--- config.mk ---
export PLATFORM = sky130hd
export DESIGN_NAME = idps_top
export DESIGN_NICKNAME = d
export VERILOG_FILES = /design/src/common/idps_pkg.sv /design/src/rtl/idps_top.sv
export SDC_FILE = /design/constraint.sdc
export NUM_CORES = 1
export LEC_CHECK = 0
export BUFFER_PORTS_ARGS = -buffer_cell sky130_fd_sc_hd__buf_4
export CAP_MARGIN = 20
export CELL_PAD_IN_SITES_DETAIL_PLACEMENT = 1
export CELL_PAD_IN_SITES_GLOBAL_PLACEMENT = 1
export CORE_AREA = 2 2 158 160
export DETAILED_ROUTE_END_ITERATION = 7
export DIE_AREA = 0 0 160 162
export PLACE_DENSITY = 0.7
export SKIP_LAST_GASP = 1
export SLEW_MARGIN = 20
export SYNTH_ARGS = -nofsm -noshare
export SYNTH_HDL_FRONTEND = slang
export SYNTH_SLANG_ARGS = --single-unit
--- constraint.sdc ---
create_clock -name clk_i -period 3.9 [get_ports clk_i]
set_input_delay 0.78 -clock clk_i [delete_from_list [all_inputs] [get_ports clk_i]]
set_output_delay 0.78 -clock clk_i [all_outputs]
set_load 0.005 [all_outputs]
--- src/common/idps_pkg.sv ---
// Package of constants for the interface detect and power select block
package idps_pkg;

  // ----------------------------------------------------------------
  // Register map
  // ----------------------------------------------------------------
  localparam logic [7:0] IDPS_OFS_OVERRIDE = 8'h0f;
  localparam logic [7:0] IDPS_OFS_POWER    = 8'h14;
  localparam logic [7:0] IDPS_OFS_STATUS   = 8'h15;

  // ----------------------------------------------------------------
  // Field positions and reset values
  // ----------------------------------------------------------------
  localparam int unsigned IDPS_BIT_OVERRIDE = 2;
  localparam int unsigned IDPS_BIT_CHOICE   = 1;
  localparam int unsigned IDPS_BIT_PWR_ON   = 1;
  localparam int unsigned IDPS_BIT_LINE     = 7;
  localparam int unsigned IDPS_BIT_GREEN    = 6;
  localparam int unsigned IDPS_BIT_FRAME    = 5;
  localparam int unsigned IDPS_BIT_LINKCLK  = 4;
  localparam logic [7:0]  IDPS_RST_OVERRIDE = 8'h00;
  localparam logic [7:0]  IDPS_RST_POWER    = 8'h02;

  // ----------------------------------------------------------------
  // Timing
  // ----------------------------------------------------------------
  localparam int unsigned IDPS_CLK_MHZ     = 100;
  localparam int unsigned IDPS_LOSS_MS     = 100;
  localparam int unsigned IDPS_LOSS_CYC    = IDPS_LOSS_MS * 1000 * IDPS_CLK_MHZ;
  localparam int unsigned IDPS_STRB_RUN     = 32;
  localparam int unsigned IDPS_STRB_GAP_CYC = 4096;

  // Active interface
  typedef enum logic [1:0] {
    IDPS_ACT_NONE    = 2'b00,
    IDPS_ACT_ANALOG  = 2'b01,
    IDPS_ACT_DIGITAL = 2'b10
  } idps_act_e;

  // Digital detect stages
  typedef enum logic [1:0] {
    IDPS_DG_SEEK  = 2'b00,
    IDPS_DG_COUNT = 2'b01,
    IDPS_DG_DONE  = 2'b10
  } idps_dg_e;

endpackage

--- src/rtl/idps_top.sv ---
// Interface detect and power select logic with its register port
`timescale 1ns/10ps
module idps_top import idps_pkg::*; #(
  parameter int unsigned LOSS_CYC = IDPS_LOSS_CYC,
  parameter int unsigned GAP_CYC  = IDPS_STRB_GAP_CYC,
  parameter int unsigned STRB_RUN = IDPS_STRB_RUN
) (
  // Clock and reset
  input  wire logic       clk_i,
  input  wire logic       nrst_i,
  // Register port from the serial bus engine
  input  wire logic       reg_wr_i,
  input  wire logic       reg_rd_i,
  input  wire logic [7:0] reg_addr_i,
  input  wire logic [7:0] reg_wdata_i,
  output logic      [7:0] reg_rdata_o,
  // Activity pins
  input  wire logic       line_sync_i,
  input  wire logic       frame_sync_i,
  input  wire logic       green_embedded_sync_i,
  input  wire logic       link_clk_i,
  input  wire logic       pixel_valid_strobe_i,
  // Power enables and active interface code
  output logic            analog_pwr_o,
  output logic            digital_pwr_o,
  output logic            analog_det_pwr_o,
  output logic            linkclk_det_pwr_o,
  output logic            bandgap_pwr_o,
  output logic [1:0]      active_if_o
);

  // ----------------------------------------------------------------
  // Elaboration checks
  // ----------------------------------------------------------------
  // Run counter is eight bits wide, so longer runs cannot be served
  if (LOSS_CYC < 4 || GAP_CYC < 4 || STRB_RUN < 2 || STRB_RUN > 255) begin : g_bad
    $error("idps_top: parameter out of range");
  end

  // ----------------------------------------------------------------
  // Input synchronisers
  // ----------------------------------------------------------------
  localparam int unsigned NPIN = 5;
  logic [NPIN-1:0] pin_s1_r;
  logic [NPIN-1:0] pin_s2_r;
  logic [NPIN-1:0] pin_s3_r;
  logic [NPIN-1:0] pin_edge;

  // Two stages before use; a third holds history for edge detection
  always_ff @(posedge clk_i or negedge nrst_i) begin
    if (!nrst_i) begin
      pin_s1_r <= '0;
      pin_s2_r <= '0;
      pin_s3_r <= '0;
    end else begin
      pin_s1_r <= {pixel_valid_strobe_i, link_clk_i, green_embedded_sync_i, frame_sync_i, line_sync_i};
      pin_s2_r <= pin_s1_r;
      pin_s3_r <= pin_s2_r;
    end
  end

  assign pin_edge = pin_s2_r & ~pin_s3_r;

  // ----------------------------------------------------------------
  // Presence detectors: a rising edge renews a loss timer
  // ----------------------------------------------------------------
  // Link clock must be slower than half clk_i to be seen; fine for a detector
  localparam int unsigned NDET = 4;
  localparam int unsigned TW   = $clog2(LOSS_CYC + 1);
  logic [TW-1:0]   loss_cnt_r [NDET];
  logic [NDET-1:0] present_r;

  // Detectors run regardless of power state so a link is always seen
  for (genvar g = 0; g < NDET; g++) begin : g_det
    always_ff @(posedge clk_i or negedge nrst_i) begin
      if (!nrst_i) begin
        loss_cnt_r[g] <= '0;
        present_r[g]  <= 1'b0;
      end else if (pin_edge[g]) begin
        loss_cnt_r[g] <= TW'(LOSS_CYC - 1);
        present_r[g]  <= 1'b1;
      end else if (loss_cnt_r[g] != '0) begin
        loss_cnt_r[g] <= loss_cnt_r[g] - TW'(1);
      end else begin
        present_r[g]  <= 1'b0;
      end
    end
  end

  logic line_p;
  logic frame_p;
  logic green_p;
  logic linkclk_p;
  assign line_p    = present_r[0];
  assign frame_p   = present_r[1];
  assign green_p   = present_r[2];
  assign linkclk_p = present_r[3];

  // ----------------------------------------------------------------
  // Registers
  // ----------------------------------------------------------------
  logic [7:0] override_r;
  logic [7:0] power_r;
  logic [7:0] status;

  // Writes to the two control registers; status is read only
  always_ff @(posedge clk_i or negedge nrst_i) begin
    if (!nrst_i) begin
      override_r <= IDPS_RST_OVERRIDE;
      power_r    <= IDPS_RST_POWER;
    end else if (reg_wr_i) begin
      if (reg_addr_i == IDPS_OFS_OVERRIDE) override_r <= reg_wdata_i;
      if (reg_addr_i == IDPS_OFS_POWER)    power_r    <= reg_wdata_i;
    end
  end

  logic ovr_bit;
  logic choice_bit;
  logic pwr_on;
  assign ovr_bit    = override_r[IDPS_BIT_OVERRIDE];
  assign choice_bit = override_r[IDPS_BIT_CHOICE];
  assign pwr_on     = power_r[IDPS_BIT_PWR_ON];

  // Status word assembly
  always_comb begin
    status                    = 8'h00;
    status[IDPS_BIT_LINE]     = line_p;
    status[IDPS_BIT_GREEN]    = green_p;
    status[IDPS_BIT_FRAME]    = frame_p;
    status[IDPS_BIT_LINKCLK]  = linkclk_p;
  end

  // Read data registered; unmapped addresses return zero
  always_ff @(posedge clk_i or negedge nrst_i) begin
    if (!nrst_i) begin
      reg_rdata_o <= 8'h00;
    end else if (reg_rd_i) begin
      unique case (reg_addr_i)
        IDPS_OFS_OVERRIDE: reg_rdata_o <= override_r;
        IDPS_OFS_POWER:    reg_rdata_o <= power_r;
        IDPS_OFS_STATUS:   reg_rdata_o <= status;
        default:           reg_rdata_o <= 8'h00;
      endcase
    end
  end

  // ----------------------------------------------------------------
  // Digital second stage: consecutive strobe count
  // ----------------------------------------------------------------
  localparam int unsigned GW = $clog2(GAP_CYC + 1);
  idps_dg_e      dg_r;
  logic [7:0]    strb_cnt_r;
  logic [GW-1:0] gap_r;

  // A gap with no strobe for GAP_CYC cycles breaks the run
  // A too short gap setting would break runs of a slow link; keep it above one line time
  always_ff @(posedge clk_i or negedge nrst_i) begin
    if (!nrst_i) begin
      dg_r       <= IDPS_DG_SEEK;
      strb_cnt_r <= 8'h00;
      gap_r      <= '0;
    end else if (!linkclk_p) begin
      dg_r       <= IDPS_DG_SEEK;
      strb_cnt_r <= 8'h00;
      gap_r      <= '0;
    end else begin
      unique case (dg_r)
        IDPS_DG_SEEK: begin
          dg_r <= IDPS_DG_COUNT;
        end
        IDPS_DG_COUNT: begin
          if (pin_edge[4]) begin
            gap_r <= '0;
            if (strb_cnt_r == 8'(STRB_RUN - 1)) begin
              dg_r <= IDPS_DG_DONE;
            end else begin
              strb_cnt_r <= strb_cnt_r + 8'h01;
            end
          end else if (gap_r == GW'(GAP_CYC - 1)) begin
            strb_cnt_r <= 8'h00;
            gap_r    <= '0;
          end else begin
            gap_r <= gap_r + GW'(1);
          end
        end
        IDPS_DG_DONE: begin
          dg_r <= IDPS_DG_DONE;
        end
        default: dg_r <= IDPS_DG_SEEK;
      endcase
    end
  end

  logic ana_det;
  logic dig_det;
  assign ana_det = line_p | frame_p | green_p;
  assign dig_det = (dg_r == IDPS_DG_DONE);

  // ----------------------------------------------------------------
  // Power state resolution
  // ----------------------------------------------------------------
  idps_act_e act_nxt;

  // Power-down first, override next, automatic choice last
  always_comb begin
    if (!pwr_on) begin
      act_nxt = IDPS_ACT_NONE;
    end else if (ovr_bit) begin
      act_nxt = choice_bit ? IDPS_ACT_DIGITAL : IDPS_ACT_ANALOG;
    end else if (ana_det && dig_det) begin
      act_nxt = choice_bit ? IDPS_ACT_DIGITAL : IDPS_ACT_ANALOG;
    end else if (ana_det) begin
      act_nxt = IDPS_ACT_ANALOG;
    end else if (dig_det) begin
      act_nxt = IDPS_ACT_DIGITAL;
    end else begin
      act_nxt = IDPS_ACT_NONE;
    end
  end

  // Registered enables; only one interface is ever powered
  always_ff @(posedge clk_i or negedge nrst_i) begin
    if (!nrst_i) begin
      active_if_o       <= IDPS_ACT_NONE;
      analog_pwr_o      <= 1'b0;
      digital_pwr_o     <= 1'b0;
      analog_det_pwr_o  <= 1'b0;
      linkclk_det_pwr_o <= 1'b0;
      bandgap_pwr_o     <= 1'b0;
    end else begin
      active_if_o       <= act_nxt;
      analog_pwr_o      <= (act_nxt == IDPS_ACT_ANALOG);
      // Receiver also runs while stage two counts strobes, if powered, not overridden and no analog sync is present
      digital_pwr_o     <= (act_nxt == IDPS_ACT_DIGITAL) ||
                           (pwr_on && !ovr_bit && !ana_det && dg_r == IDPS_DG_COUNT);
      analog_det_pwr_o  <= pwr_on;
      linkclk_det_pwr_o <= pwr_on;
      bandgap_pwr_o     <= (act_nxt != IDPS_ACT_NONE);
    end
  end

  // ----------------------------------------------------------------
  // Assertions
  // ----------------------------------------------------------------
  a_one_active: assert property (@(posedge clk_i) disable iff (!nrst_i)
    !(analog_pwr_o && digital_pwr_o))
    else $error("both interfaces active");

  a_pdown_wins: assert property (@(posedge clk_i) disable iff (!nrst_i)
    !pwr_on |=> active_if_o == IDPS_ACT_NONE)
    else $error("power-down did not win");

  a_override_sel: assert property (@(posedge clk_i) disable iff (!nrst_i)
    (pwr_on && ovr_bit) |=> active_if_o == ($past(choice_bit) ? IDPS_ACT_DIGITAL : IDPS_ACT_ANALOG))
    else $error("override select ignored");

  a_none_idle: assert property (@(posedge clk_i) disable iff (!nrst_i)
    (!ovr_bit && !ana_det && !dig_det) |=> active_if_o == IDPS_ACT_NONE)
    else $error("idle did not power down");

  a_ana_auto: assert property (@(posedge clk_i) disable iff (!nrst_i)
    (pwr_on && !ovr_bit && ana_det && !dig_det) |=> active_if_o == IDPS_ACT_ANALOG)
    else $error("analog not chosen");

  a_both_prio: assert property (@(posedge clk_i) disable iff (!nrst_i)
    (pwr_on && !ovr_bit && ana_det && dig_det && !choice_bit) |=> active_if_o == IDPS_ACT_ANALOG)
    else $error("both detected priority wrong");

  a_clk_loss: assert property (@(posedge clk_i) disable iff (!nrst_i)
    (linkclk_p && loss_cnt_r[3] == '0 && !pin_edge[3]) |=> !linkclk_p)
    else $error("link clock presence not cleared");

  a_sync_seen: assert property (@(posedge clk_i) disable iff (!nrst_i)
    pin_edge[0] |=> line_p)
    else $error("line sync not reported");

  a_run_reset: assert property (@(posedge clk_i) disable iff (!nrst_i)
    !linkclk_p |=> (strb_cnt_r == 8'h00 && dg_r == IDPS_DG_SEEK))
    else $error("strobe run not restarted");

  a_lclk_det_on: assert property (@(posedge clk_i) disable iff (!nrst_i)
    (active_if_o == IDPS_ACT_ANALOG) |-> linkclk_det_pwr_o)
    else $error("clock detector off in analog");

  // ----------------------------------------------------------------
  // Detector, stage and register checks
  // ----------------------------------------------------------------
  // Each sync presence drops once its loss timer has run out
  a_line_loss: assert property (@(posedge clk_i) disable iff (!nrst_i)
    (line_p && loss_cnt_r[0] == '0 && !pin_edge[0]) |=> !line_p)
    else $error("line sync presence not cleared");

  a_frame_loss: assert property (@(posedge clk_i) disable iff (!nrst_i)
    (frame_p && loss_cnt_r[1] == '0 && !pin_edge[1]) |=> !frame_p)
    else $error("frame sync presence not cleared");

  a_green_loss: assert property (@(posedge clk_i) disable iff (!nrst_i)
    (green_p && loss_cnt_r[2] == '0 && !pin_edge[2]) |=> !green_p)
    else $error("green sync presence not cleared");

  // The clock detector is not gated by any power enable
  a_lclk_seen: assert property (@(posedge clk_i) disable iff (!nrst_i)
    pin_edge[3] |=> linkclk_p)
    else $error("link clock not detected");

  a_status_read: assert property (@(posedge clk_i) disable iff (!nrst_i)
    (reg_rd_i && reg_addr_i == IDPS_OFS_STATUS) |=> reg_rdata_o == $past(status))
    else $error("status read mismatch");

  a_stage_start: assert property (@(posedge clk_i) disable iff (!nrst_i)
    (linkclk_p && dg_r == IDPS_DG_SEEK) |=> dg_r == IDPS_DG_COUNT)
    else $error("second stage not started");

  a_rx_power: assert property (@(posedge clk_i) disable iff (!nrst_i)
    (pwr_on && !ovr_bit && !ana_det && dg_r == IDPS_DG_COUNT) |=> digital_pwr_o)
    else $error("receiver not powered for stage two");

  a_run_done: assert property (@(posedge clk_i) disable iff (!nrst_i)
    (linkclk_p && dg_r == IDPS_DG_COUNT && pin_edge[4] && strb_cnt_r == 8'(STRB_RUN - 1)) |=> dig_det)
    else $error("full strobe run not accepted");

  a_run_early: assert property (@(posedge clk_i) disable iff (!nrst_i)
    (dg_r == IDPS_DG_COUNT && strb_cnt_r != 8'(STRB_RUN - 1)) |=> !dig_det)
    else $error("digital detect before full run");

  a_gap_break: assert property (@(posedge clk_i) disable iff (!nrst_i)
    (dg_r == IDPS_DG_COUNT && !pin_edge[4] && gap_r == GW'(GAP_CYC - 1)) |=> strb_cnt_r == 8'h00)
    else $error("gap did not break strobe run");

  // Power state follows the detectors and the control registers
  a_dig_auto: assert property (@(posedge clk_i) disable iff (!nrst_i)
    (pwr_on && !ovr_bit && !ana_det && dig_det) |=> active_if_o == IDPS_ACT_DIGITAL)
    else $error("digital not chosen");

  a_pdown_all: assert property (@(posedge clk_i) disable iff (!nrst_i)
    !pwr_on |=> !(analog_pwr_o || digital_pwr_o || analog_det_pwr_o || linkclk_det_pwr_o || bandgap_pwr_o))
    else $error("power-down left an enable on");

  a_bg_digital: assert property (@(posedge clk_i) disable iff (!nrst_i)
    (active_if_o == IDPS_ACT_DIGITAL) |-> (bandgap_pwr_o && analog_det_pwr_o))
    else $error("reference or sync detectors off in digital");

endmodule // idps_top

==> flow_metrics.tcl, run 1 <==
set metrics [dict create \
    synth_cell_type_count 64 \
    dr.first_iter.drc_count 256 \
    rsz0062_at_grt "false" \
    syn-num-nets 884 \
    fin_worst_skew_ps 11.8 \
    synth_edf_count 0 \
    io_buffer_count 39 \
    p_per_area_mw_per_mm2 430 \
    drc 0 \
    clk_latency_ps 440 \
    grt_first_pass_wirelength_um 35200 \
    hpwl_um 14300 \
    fin_util 0.395 \
    peakVddDrop_mv 0.227 \
    core_area_mm2 0.0241 \
    area_growth_pct 14.7 \
    hold_path.class "in2async" \
    wl_um 20400 \
    status "completed" \
    dieArea_mm2 0.0259 \
    gr-usage-all-layers 0.167 \
    cts_sinks 168 \
    num_io_pins 40 \
    dp.cells 1185 \
    slowest_delay_ps 630 \
    max_freq_ghz 0.357 \
    place_area_mm2 0.00894 \
    setup_viol 0 \
    die_x_um 160 \
    ctsHoldBuffers 0 \
    reg2reg_setup_slack_ps 1100 \
    netlist_area_mm2 0.00830 \
    drtPass1Iterations 5 \
    worst_pin_slew_ps 984 \
    drv_slew 0 \
    yosys_warnings 0 \
    cts_buffer_depth 2 \
    worstSetupPathType "reg2reg" \
    final_nets 918 \
    gp_congestion 0.778 \
    ant_nets 0 \
    ys_seq_area_frac 0.506 \
    tns_ps 0 \
    post_cts_buffers 0 \
    clockRootBuffer "clkbuf_16" \
    rr_endpoint "loss_cnt_r[27]" \
    stdcell_count 1219 \
    rr_worst_depth 5 \
    grt_pass1_vias 6930 \
    syn_avg_cell_area_um2 9.81 \
    synthCells 846 \
    cts.repair.resized 0 \
    cts_buffers 17 \
    wire_per_inst_um 16.8 \
    path_clk_slew_ps 70 \
    grt-ovfl-total 0 \
    cts_tree "built" \
    endpoint_kind "flip-flop" \
    antenna_found_initial 2 \
    cts-htree-levels 4 \
    cellLeakagePower_uw 0.00366 \
    drive_gt1_frac 0.125 \
    critPathLaunchType "flip-flop" \
    fin_crit_ps 2800 \
    die_h_um 162 \
    ys_seq_elements 168 \
    arrival_ps 3110 \
    viasPerCell 5.36 \
    final_cell_area_mm2 0.00952 \
    worstPathRequired_ps 4210 \
    initial_core_util 0.344 \
    hold_violations 0 \
    maxCapViolations 0 \
    grt_max_degree 73 \
    ys.flop_type "dfrtp_1" \
    reg2reg_from "loss_cnt_r[34]" \
    synthArstFlopShare 1.00 \
    cpMaxStageDelayCell "nand4_1" \
    period_share 0.718 \
    slew-limit-headroom 0.343 \
    crit_chain "or4_1 > nor3_1 > nand4_1 > a211oi_1 > nor2_1" \
    row_count 57 \
    nFillCells 2806 \
    num_vias 6530 \
    crit_fanout 12 \
]
## where the power goes
part / total, uW / leakage [uW] / internal [uW] / switching, uW
Sequential: 1980 / 0.00201 / 1860 / 126
Combinational: 451 / 0.00137 / 179 / 272
Clock: 1660 / 0.000280 / 855 / 807
## cells in the final DEF (no fill, tap or decap), types with 5 or more instances in the layout
cell	instances
or3_1	43
o31ai_1	12
and4_1	6
nor2b_1	13
nor4b_1	5
mux2_2	16
nor2_1	67
o21ai_1	6
nand3_1	41
nor4_1	28
and3_1	10
nand4b_1	6
nand2b_1	12
o21ai_0	53
a211oi_1	8
dfrtp_1	167
or4_1	21
o41ai_1	5
inv_1	21
nand4_1	16
buf_4	46
nor3_1	38
xnor2_1	22
inv_8	5
a22oi_1	8
and2_1	6
nand2_1	54
ha_1	13
a31oi_1	5
xor2_1	21
o22ai_1	5
clkbuf_16	17
a21oi_1	37
or2_2	5
## worst max-delay path: cells and delay by family (launching register included)
family / cells / cell delay (ps)
compound gates: 1 / 440
simple gates: 4 / 1840
flops: 1 / 400
## through the flow
step	hold slack, ps	setup WS [ps]	power, uW
after global placement	335	1110	2450
after detailed placement	336	1110	2470
after global routing	361	782	4320
final	345	1100	4100
after floorplan	331	1510	2280
after CTS	353	1130	4160
## flip-flops by register name (all words and copies together) (netlist names), 5 cells and up
register / cells
gap_r: 13
loss_cnt_r: 96
override_r: 8
pin_s1_r: 5
pin_s2_r: 5
pin_s3_r: 5
power_r: 8
reg_rdata_o: 8
strb_cnt_r: 8
## final cells by class
type | count | area (um2) | area share
inverters | 21 | 78.8 | 0.00828
repair buffers | 47 | 357 | 0.0375
clock buffers | 17 | 425 | 0.0447
well taps | 324 | 405 | 0.0426
flip-flops and latches | 168 | 4210 | 0.442
clock inverters | 15 | 153 | 0.0160
diodes | 2 | 5.00 | 0.000526
multi-input cells | 625 | 3890 | 0.409
## cells in the mapped netlist (21+ instances only)
cell type	count	area [um2]
a21oi_1	37	185
clkbuf_1	25	93.8
dfrtp_1	167	4180
inv_1	21	78.8
nand2_1	54	203
nand3_1	41	205
nor2_1	67	251
nor3_1	38	190
nor4_1	28	175
o21ai_0	53	265
or3_1	43	269
or4_1	21	158
xnor2_1	22	193
xor2_1	21	184
## layer usage
layer,wire length (um),GRT usage,vias up,share of wire
li1,-,-,3182,-
met1,9770,0.217,3285,0.48
met2,9850,0.281,53,0.48
met3,584,0.0386,10,0.029
met4,214,0.0463,0,0.010
met5,0,0,-,0
## kinds of logic (layout without fill, tap and decap cells)
logic type	after synthesis	in the layout	share of synthesized area
and+or+nand+nor	392	392	0.263
buffers and inverters	53	100	0.0250
other	0	2	0
AOI/OAI and AO/OA	157	157	0.115
xor gates and xnor gates	43	43	0.0454
DFF	168	168	0.506
muxes	20	20	0.0265
adders and majority gates	13	13	0.0196
## worst max path at each step
stage / slack [ps] / cells after the start / to / start
3_5_place_dp: 1110 / 5 / override_r[0] / reg_addr_i[5]
3_3_place_gp: 1110 / 5 / override_r[1] / reg_addr_i[5]
2_1_floorplan: 1510 / 6 / loss_cnt_r[64] / loss_cnt_r[52]
6_report: 1100 / 5 / loss_cnt_r[27] / loss_cnt_r[34]
5_1_grt: 780 / 5 / loss_cnt_r[60] / loss_cnt_r[52]
4_1_cts: 1130 / 5 / loss_cnt_r[27] / loss_cnt_r[34]
Note: power is estimated with default switching activity, not from simulation.
==> run 2, diff against run 1 <==
--- a/config.mk
+++ b/config.mk
@@ -12,7 +12,7 @@
 export CORE_AREA = 2 2 158 160
 export DETAILED_ROUTE_END_ITERATION = 7
 export DIE_AREA = 0 0 160 162
-export PLACE_DENSITY = 0.7
+export PLACE_DENSITY = 0.72
 export SKIP_LAST_GASP = 1
 export SLEW_MARGIN = 20
 export SYNTH_ARGS = -nofsm -noshare
==> constraint.sdc (replaced) <==
create_clock -name clk_i -period 2.45 [get_ports clk_i]
set_input_delay 0.49 -clock clk_i [delete_from_list [all_inputs] [get_ports clk_i]]
set_output_delay 0.49 -clock clk_i [all_outputs]
set_load 0.005 [all_outputs]
==> flow_metrics.tcl, run 2 (same netlist as run 1, synthesis figures left out) <==
set metrics [dict create \
    rr_worst_depth 6 \
    slowest_delay_ps 560 \
    peakVddDrop_mv 0.403 \
    path_buf_inv 1 \
    largest_reg_flops 96 \
    cts_sinks 168 \
    clockRootBuffer "clkbuf_16" \
    fin_worst_skew_ps 11.6 \
    dr.first_iter.drc_count 259 \
    viasPerCell 5.37 \
    drc 0 \
    cp.depth 6 \
    wire_per_inst_um 16.7 \
    grt_pass1_vias 7296 \
    hold_violations 0 \
    rr_endpoint "loss_cnt_r[50]" \
    crit_fanout 9 \
    endpoint_kind "flip-flop" \
    dieArea_mm2 0.0259 \
    crit_chain "or4_4 > or4_4 > buf_4 > o21ai_1 > xor2_1 > nand2_1" \
    drv_slew 0 \
    area_growth_pct 20.3 \
    fin_crit_ps 2380 \
    row_count 57 \
    final_cell_mix "dfrtp_1 (167), buf_4 (93), nor2_1 (66), nand2_1 (54), o21ai_0 (53)" \
    setup_ws_ps 69.0 \
    die_h_um 162 \
    grt_first_pass_wirelength_um 36500 \
    antenna_found_initial 1 \
    critPathLaunch "loss_cnt_r[52]" \
    max_freq_ghz 0.420 \
    maxCapViolations 0 \
    reg_top3 "loss_cnt_r (96), gap_r (13)" \
    final_common_cell "dfrtp_1" \
    cts_buffers 17 \
    reg2reg_from "loss_cnt_r[52]" \
    stdcell_count 1267 \
    reg2reg_setup_slack_ps 70 \
    crit_end "loss_cnt_r[50]" \
    initial_core_util 0.344 \
    status "completed" \
    slew-limit-headroom 0.482 \
    die_x_um 160 \
    cts_buffer_depth 2 \
    cpMaxStageDelayCell "or4_4" \
    io_buffer_count 39 \
    grt-ovfl-total 0 \
    dpl_worst_slack_ps 23.8 \
    hold_path.class "in2async" \
    period_share 0.972 \
    setup_viol 0 \
    worstSetupPathType "reg2reg" \
    cts_tree "built" \
    final_nets 968 \
    ant_nets 0 \
    grt_max_degree 61 \
    core_area_mm2 0.0241 \
    gp_congestion 0.800 \
    tns_ps 0 \
    diodes 0 \
    cellLeakagePower_uw 0.00393 \
    critPathLaunchType "flip-flop" \
    ctsHoldBuffers 0 \
    p_per_area_mw_per_mm2 673 \
    top_register "loss_cnt_r" \
    drive_gt1_frac 0.177 \
    drtPass1Iterations 6 \
    gr-usage-all-layers 0.171 \
    dp.cells 1234 \
    num_io_pins 40 \
    cpLargestDelayFamily "simple AND/OR/NAND/NOR gates" \
    worst_pin_slew_ps 777 \
    arrival_ps 2660 \
    nFillCells 2804 \
    hpwl_um 14800 \
    wl_um 21100 \
    cts-htree-levels 4 \
    clk_latency_ps 430 \
    num_vias 6809 \
    worstPathRequired_ps 2730 \
    cp_common_cell "or4_4" \
    path_clk_slew_ps 70 \
]
## run 2: what timing repair did
item | CTS | global route
resized for setup | 0 | 9
setup buffers | 0 | 1
setup endpoints to repair | 1 | 20
pin swaps | 0 | 1
cloned | 0 | 0
## run 2: final cells by class
class | count | area (um2) | area share
inverter | 21 | 78.8 | 0.00789
sequential | 168 | 4210 | 0.421
tap | 324 | 405 | 0.0406
clock buffer | 25 | 515 | 0.0516
multi-input combinational | 625 | 3930 | 0.394
timing repair buffer | 97 | 769 | 0.0770
clock inverter | 7 | 83.8 | 0.00839
## run 2: worst min path at each step
stage / start / endpoint / slack (ps) / cells after the start
2_1_floorplan: nrst_i / active_if_o[0] / 190 / 0
3_3_place_gp: pin_s1_r[3] / pin_s2_r[3] / 330 / 0
3_5_place_dp: pin_s1_r[4] / pin_s2_r[4] / 340 / 0
4_1_cts: nrst_i / loss_cnt_r[55] / 80 / 1
5_1_grt: nrst_i / loss_cnt_r[63] / 90 / 1
6_report: nrst_i / loss_cnt_r[63] / 70 / 1
## run 2: where the power goes
| part | internal (uW) | switching (uW) | total (uW) |
|---|---|---|---|
| Combinational | 366 | 503 | 869 |
| Sequential | 2960 | 167 | 3130 |
| Clock | 1580 | 1150 | 2730 |
## run 2: metrics by stage
step                hold WS [ps]  instance area (um2)  utilization  total power [uW]
finish                      66.3                 9990        0.414              6720
global route                92.9                 9990        0.414              7060
CTS                         80.7                 9940        0.412              6820
detailed placement           336                 9340        0.388              4050
global placement             334                 9340        0.388              3990
floorplan                    194                 8300            -              3630
## run 2: per-layer routing
layer	global-route usage	share of wire
met1	0.223	0.48
met2	0.292	0.48
met3	0.0337	0.025
met4	0.0471	0.013
met5	0	0.00062
==> run 3, diff against run 2 <==
--- a/config.mk
+++ b/config.mk
@@ -13,6 +13,7 @@
 export DETAILED_ROUTE_END_ITERATION = 7
 export DIE_AREA = 0 0 160 162
 export PLACE_DENSITY = 0.72
+export SETUP_SLACK_MARGIN = 0.5
 export SKIP_LAST_GASP = 1
 export SLEW_MARGIN = 20
 export SYNTH_ARGS = -nofsm -noshare
==> flow_metrics.tcl, run 3 (same netlist as run 1, synthesis figures left out) <==
set metrics [dict create \
    worst_pin_slew_ps 879 \
    drive_gt1_frac 0.365 \
    antenna_found_initial 0 \
    worstSetupPathType "reg2reg" \
    setup_ws_ps 63.8 \
    status "completed" \
    worstPathRequired_ps 2750 \
    initial_core_util 0.344 \
    viasPerCell 5.65 \
    nFillCells 2658 \
    drtPass1Iterations 5 \
    tns_ps 0 \
    grt_max_degree 53 \
    arrival_ps 2690 \
    fin_util 0.478 \
    gp_congestion 0.787 \
    gr-usage-all-layers 0.189 \
    num_io_pins 40 \
    drv_slew 0 \
    final_cell_mix "dfrtp_1 (163), buf_4 (122), nor2_1 (59), nand2_1 (51), o21ai_0 (34)" \
    die_x_um 160 \
    cellLeakagePower_uw 0.00452 \
    grt_pass1_vias 7749 \
    io_buffer_count 39 \
    peakVddDrop_mv 0.404 \
    cts_sinks 168 \
    drc 0 \
    final_nets 1026 \
    cts_tree "built" \
    wire_per_inst_um 20.3 \
    path_clk_slew_ps 70 \
    fin_worst_skew_ps 13.9 \
    reg_top3 "loss_cnt_r (96), gap_r (13)" \
    critPathLaunchType "flip-flop" \
    maxCapViolations 0 \
    largest_reg_flops 96 \
    row_count 57 \
    grt_first_pass_wirelength_um 39600 \
    wl_um 26900 \
    place_area_mm2 0.00940 \
    setup_viol 0 \
    area_growth_pct 38.7 \
    dpl_worst_slack_ps 24.0 \
    grt-ovfl-total 0 \
    final_cell_area_mm2 0.0115 \
    ant_nets 0 \
    hpwl_um 14400 \
    die_h_um 162 \
    diodes 0 \
    core_area_mm2 0.0241 \
    clockRootBuffer "clkbuf_16" \
    fin_crit_ps 2390 \
    top_register "loss_cnt_r" \
    cts_buffers 17 \
    endpoint_kind "flip-flop" \
    num_vias 7480 \
    slew-limit-headroom 0.408 \
    final_common_cell "dfrtp_1" \
    dieArea_mm2 0.0259 \
    crit_fanout 5 \
    cts-htree-levels 4 \
    reg2reg_setup_slack_ps 60 \
    ctsHoldBuffers 0 \
    max_freq_ghz 0.419 \
    rsz0062_at_grt "true" \
    dr.first_iter.drc_count 290 \
    hold_violations 0 \
    clk_latency_ps 430 \
    hold_path.class "in2async" \
    period_share 0.974 \
    p_per_area_mw_per_mm2 606 \
    cts_buffer_depth 2 \
]
[run 3: cell types whose count changed in the layout (fill, tap and decap cells not counted), sizes merged]
cell,previous run,this run
buf,97,154
bufinv,1,3
clkbuf,25,23
clkinv,2,3
clkinvlp,1,2
inv,24,23
[run 3: stage by stage]
| step | hold slack (ps) | power (uW) | instances |
|---|---|---|---|
| 4_1_cts | 37.2 | 6880 | 1297 |
| 6_report | 7.12 | 6970 | 1325 |
| 5_1_grt | 28.8 | 7250 | 1325 |
| 2_1_floorplan | 194 | 3640 | 846 |
| 3_3_place_gp | 334 | 3930 | 1223 |
| 3_5_place_dp | 337 | 3970 | 1223 |
[run 3: layer usage]
metal | share of wire | track usage | vias up
met4 | 0.026 | 0.0647 | 0
met2 | 0.51 | 0.333 | 187
li1 | - | - | 3387
met1 | 0.42 | 0.235 | 3853
met5 | 0 | 0 | -
met3 | 0.037 | 0.0317 | 53
[run 3: layout make-up]
| class | instances | area, um2 | area share |
|---|---|---|---|
| clock buffers | 22 | 454 | 0.0394 |
| clock inverters | 10 | 145 | 0.0126 |
| inverters | 21 | 78.8 | 0.00684 |
| multi-input cells | 625 | 4870 | 0.423 |
| flip-flops and latches | 168 | 4210 | 0.366 |
| well taps | 324 | 405 | 0.0352 |
| repair buffers | 155 | 1350 | 0.117 |
[run 3: worst max-delay path, stage by stage, from the launching register on]
cell      delay (ps)
dfrtp_1          390
or4_4            560
buf_6            140
buf_6            110
nor4_4           120
buf_4            170
buf_6            100
nand3_4           80
buf_6            170
a211oi_4         300
nor2b_1          110
[run 3: repair_timing]
action / in CTS / in global routing
setup buffers: 39 / 25
resized for setup: 81 / 132
pin swaps: 49 / 42
endpoints found under the setup margin: 87 / 111
cloned: 3 / 3
[run 3: final timing paths]
path / startpoint / to / depth (start not counted)
setup reg to reg: loss_cnt_r[56] / loss_cnt_r[58] / 10
hold / removal: nrst_i / loss_cnt_r[49] / 1
setup / recovery: loss_cnt_r[56] / loss_cnt_r[58] / 10
min in group clk_i: link_clk_i / pin_s1_r[3] / 1
hold reg to reg: pin_s1_r[2] / pin_s2_r[2] / 0
max in group asynchronous: nrst_i / loss_cnt_r[27] / 2
[run 3: where the power goes]
group | internal (uW) | leakage (uW) | switching (uW)
sequential | 2960 | 0.00201 | 201
clock | 1640 | 0.000285 | 1180
combinational | 429 | 0.00223 | 563
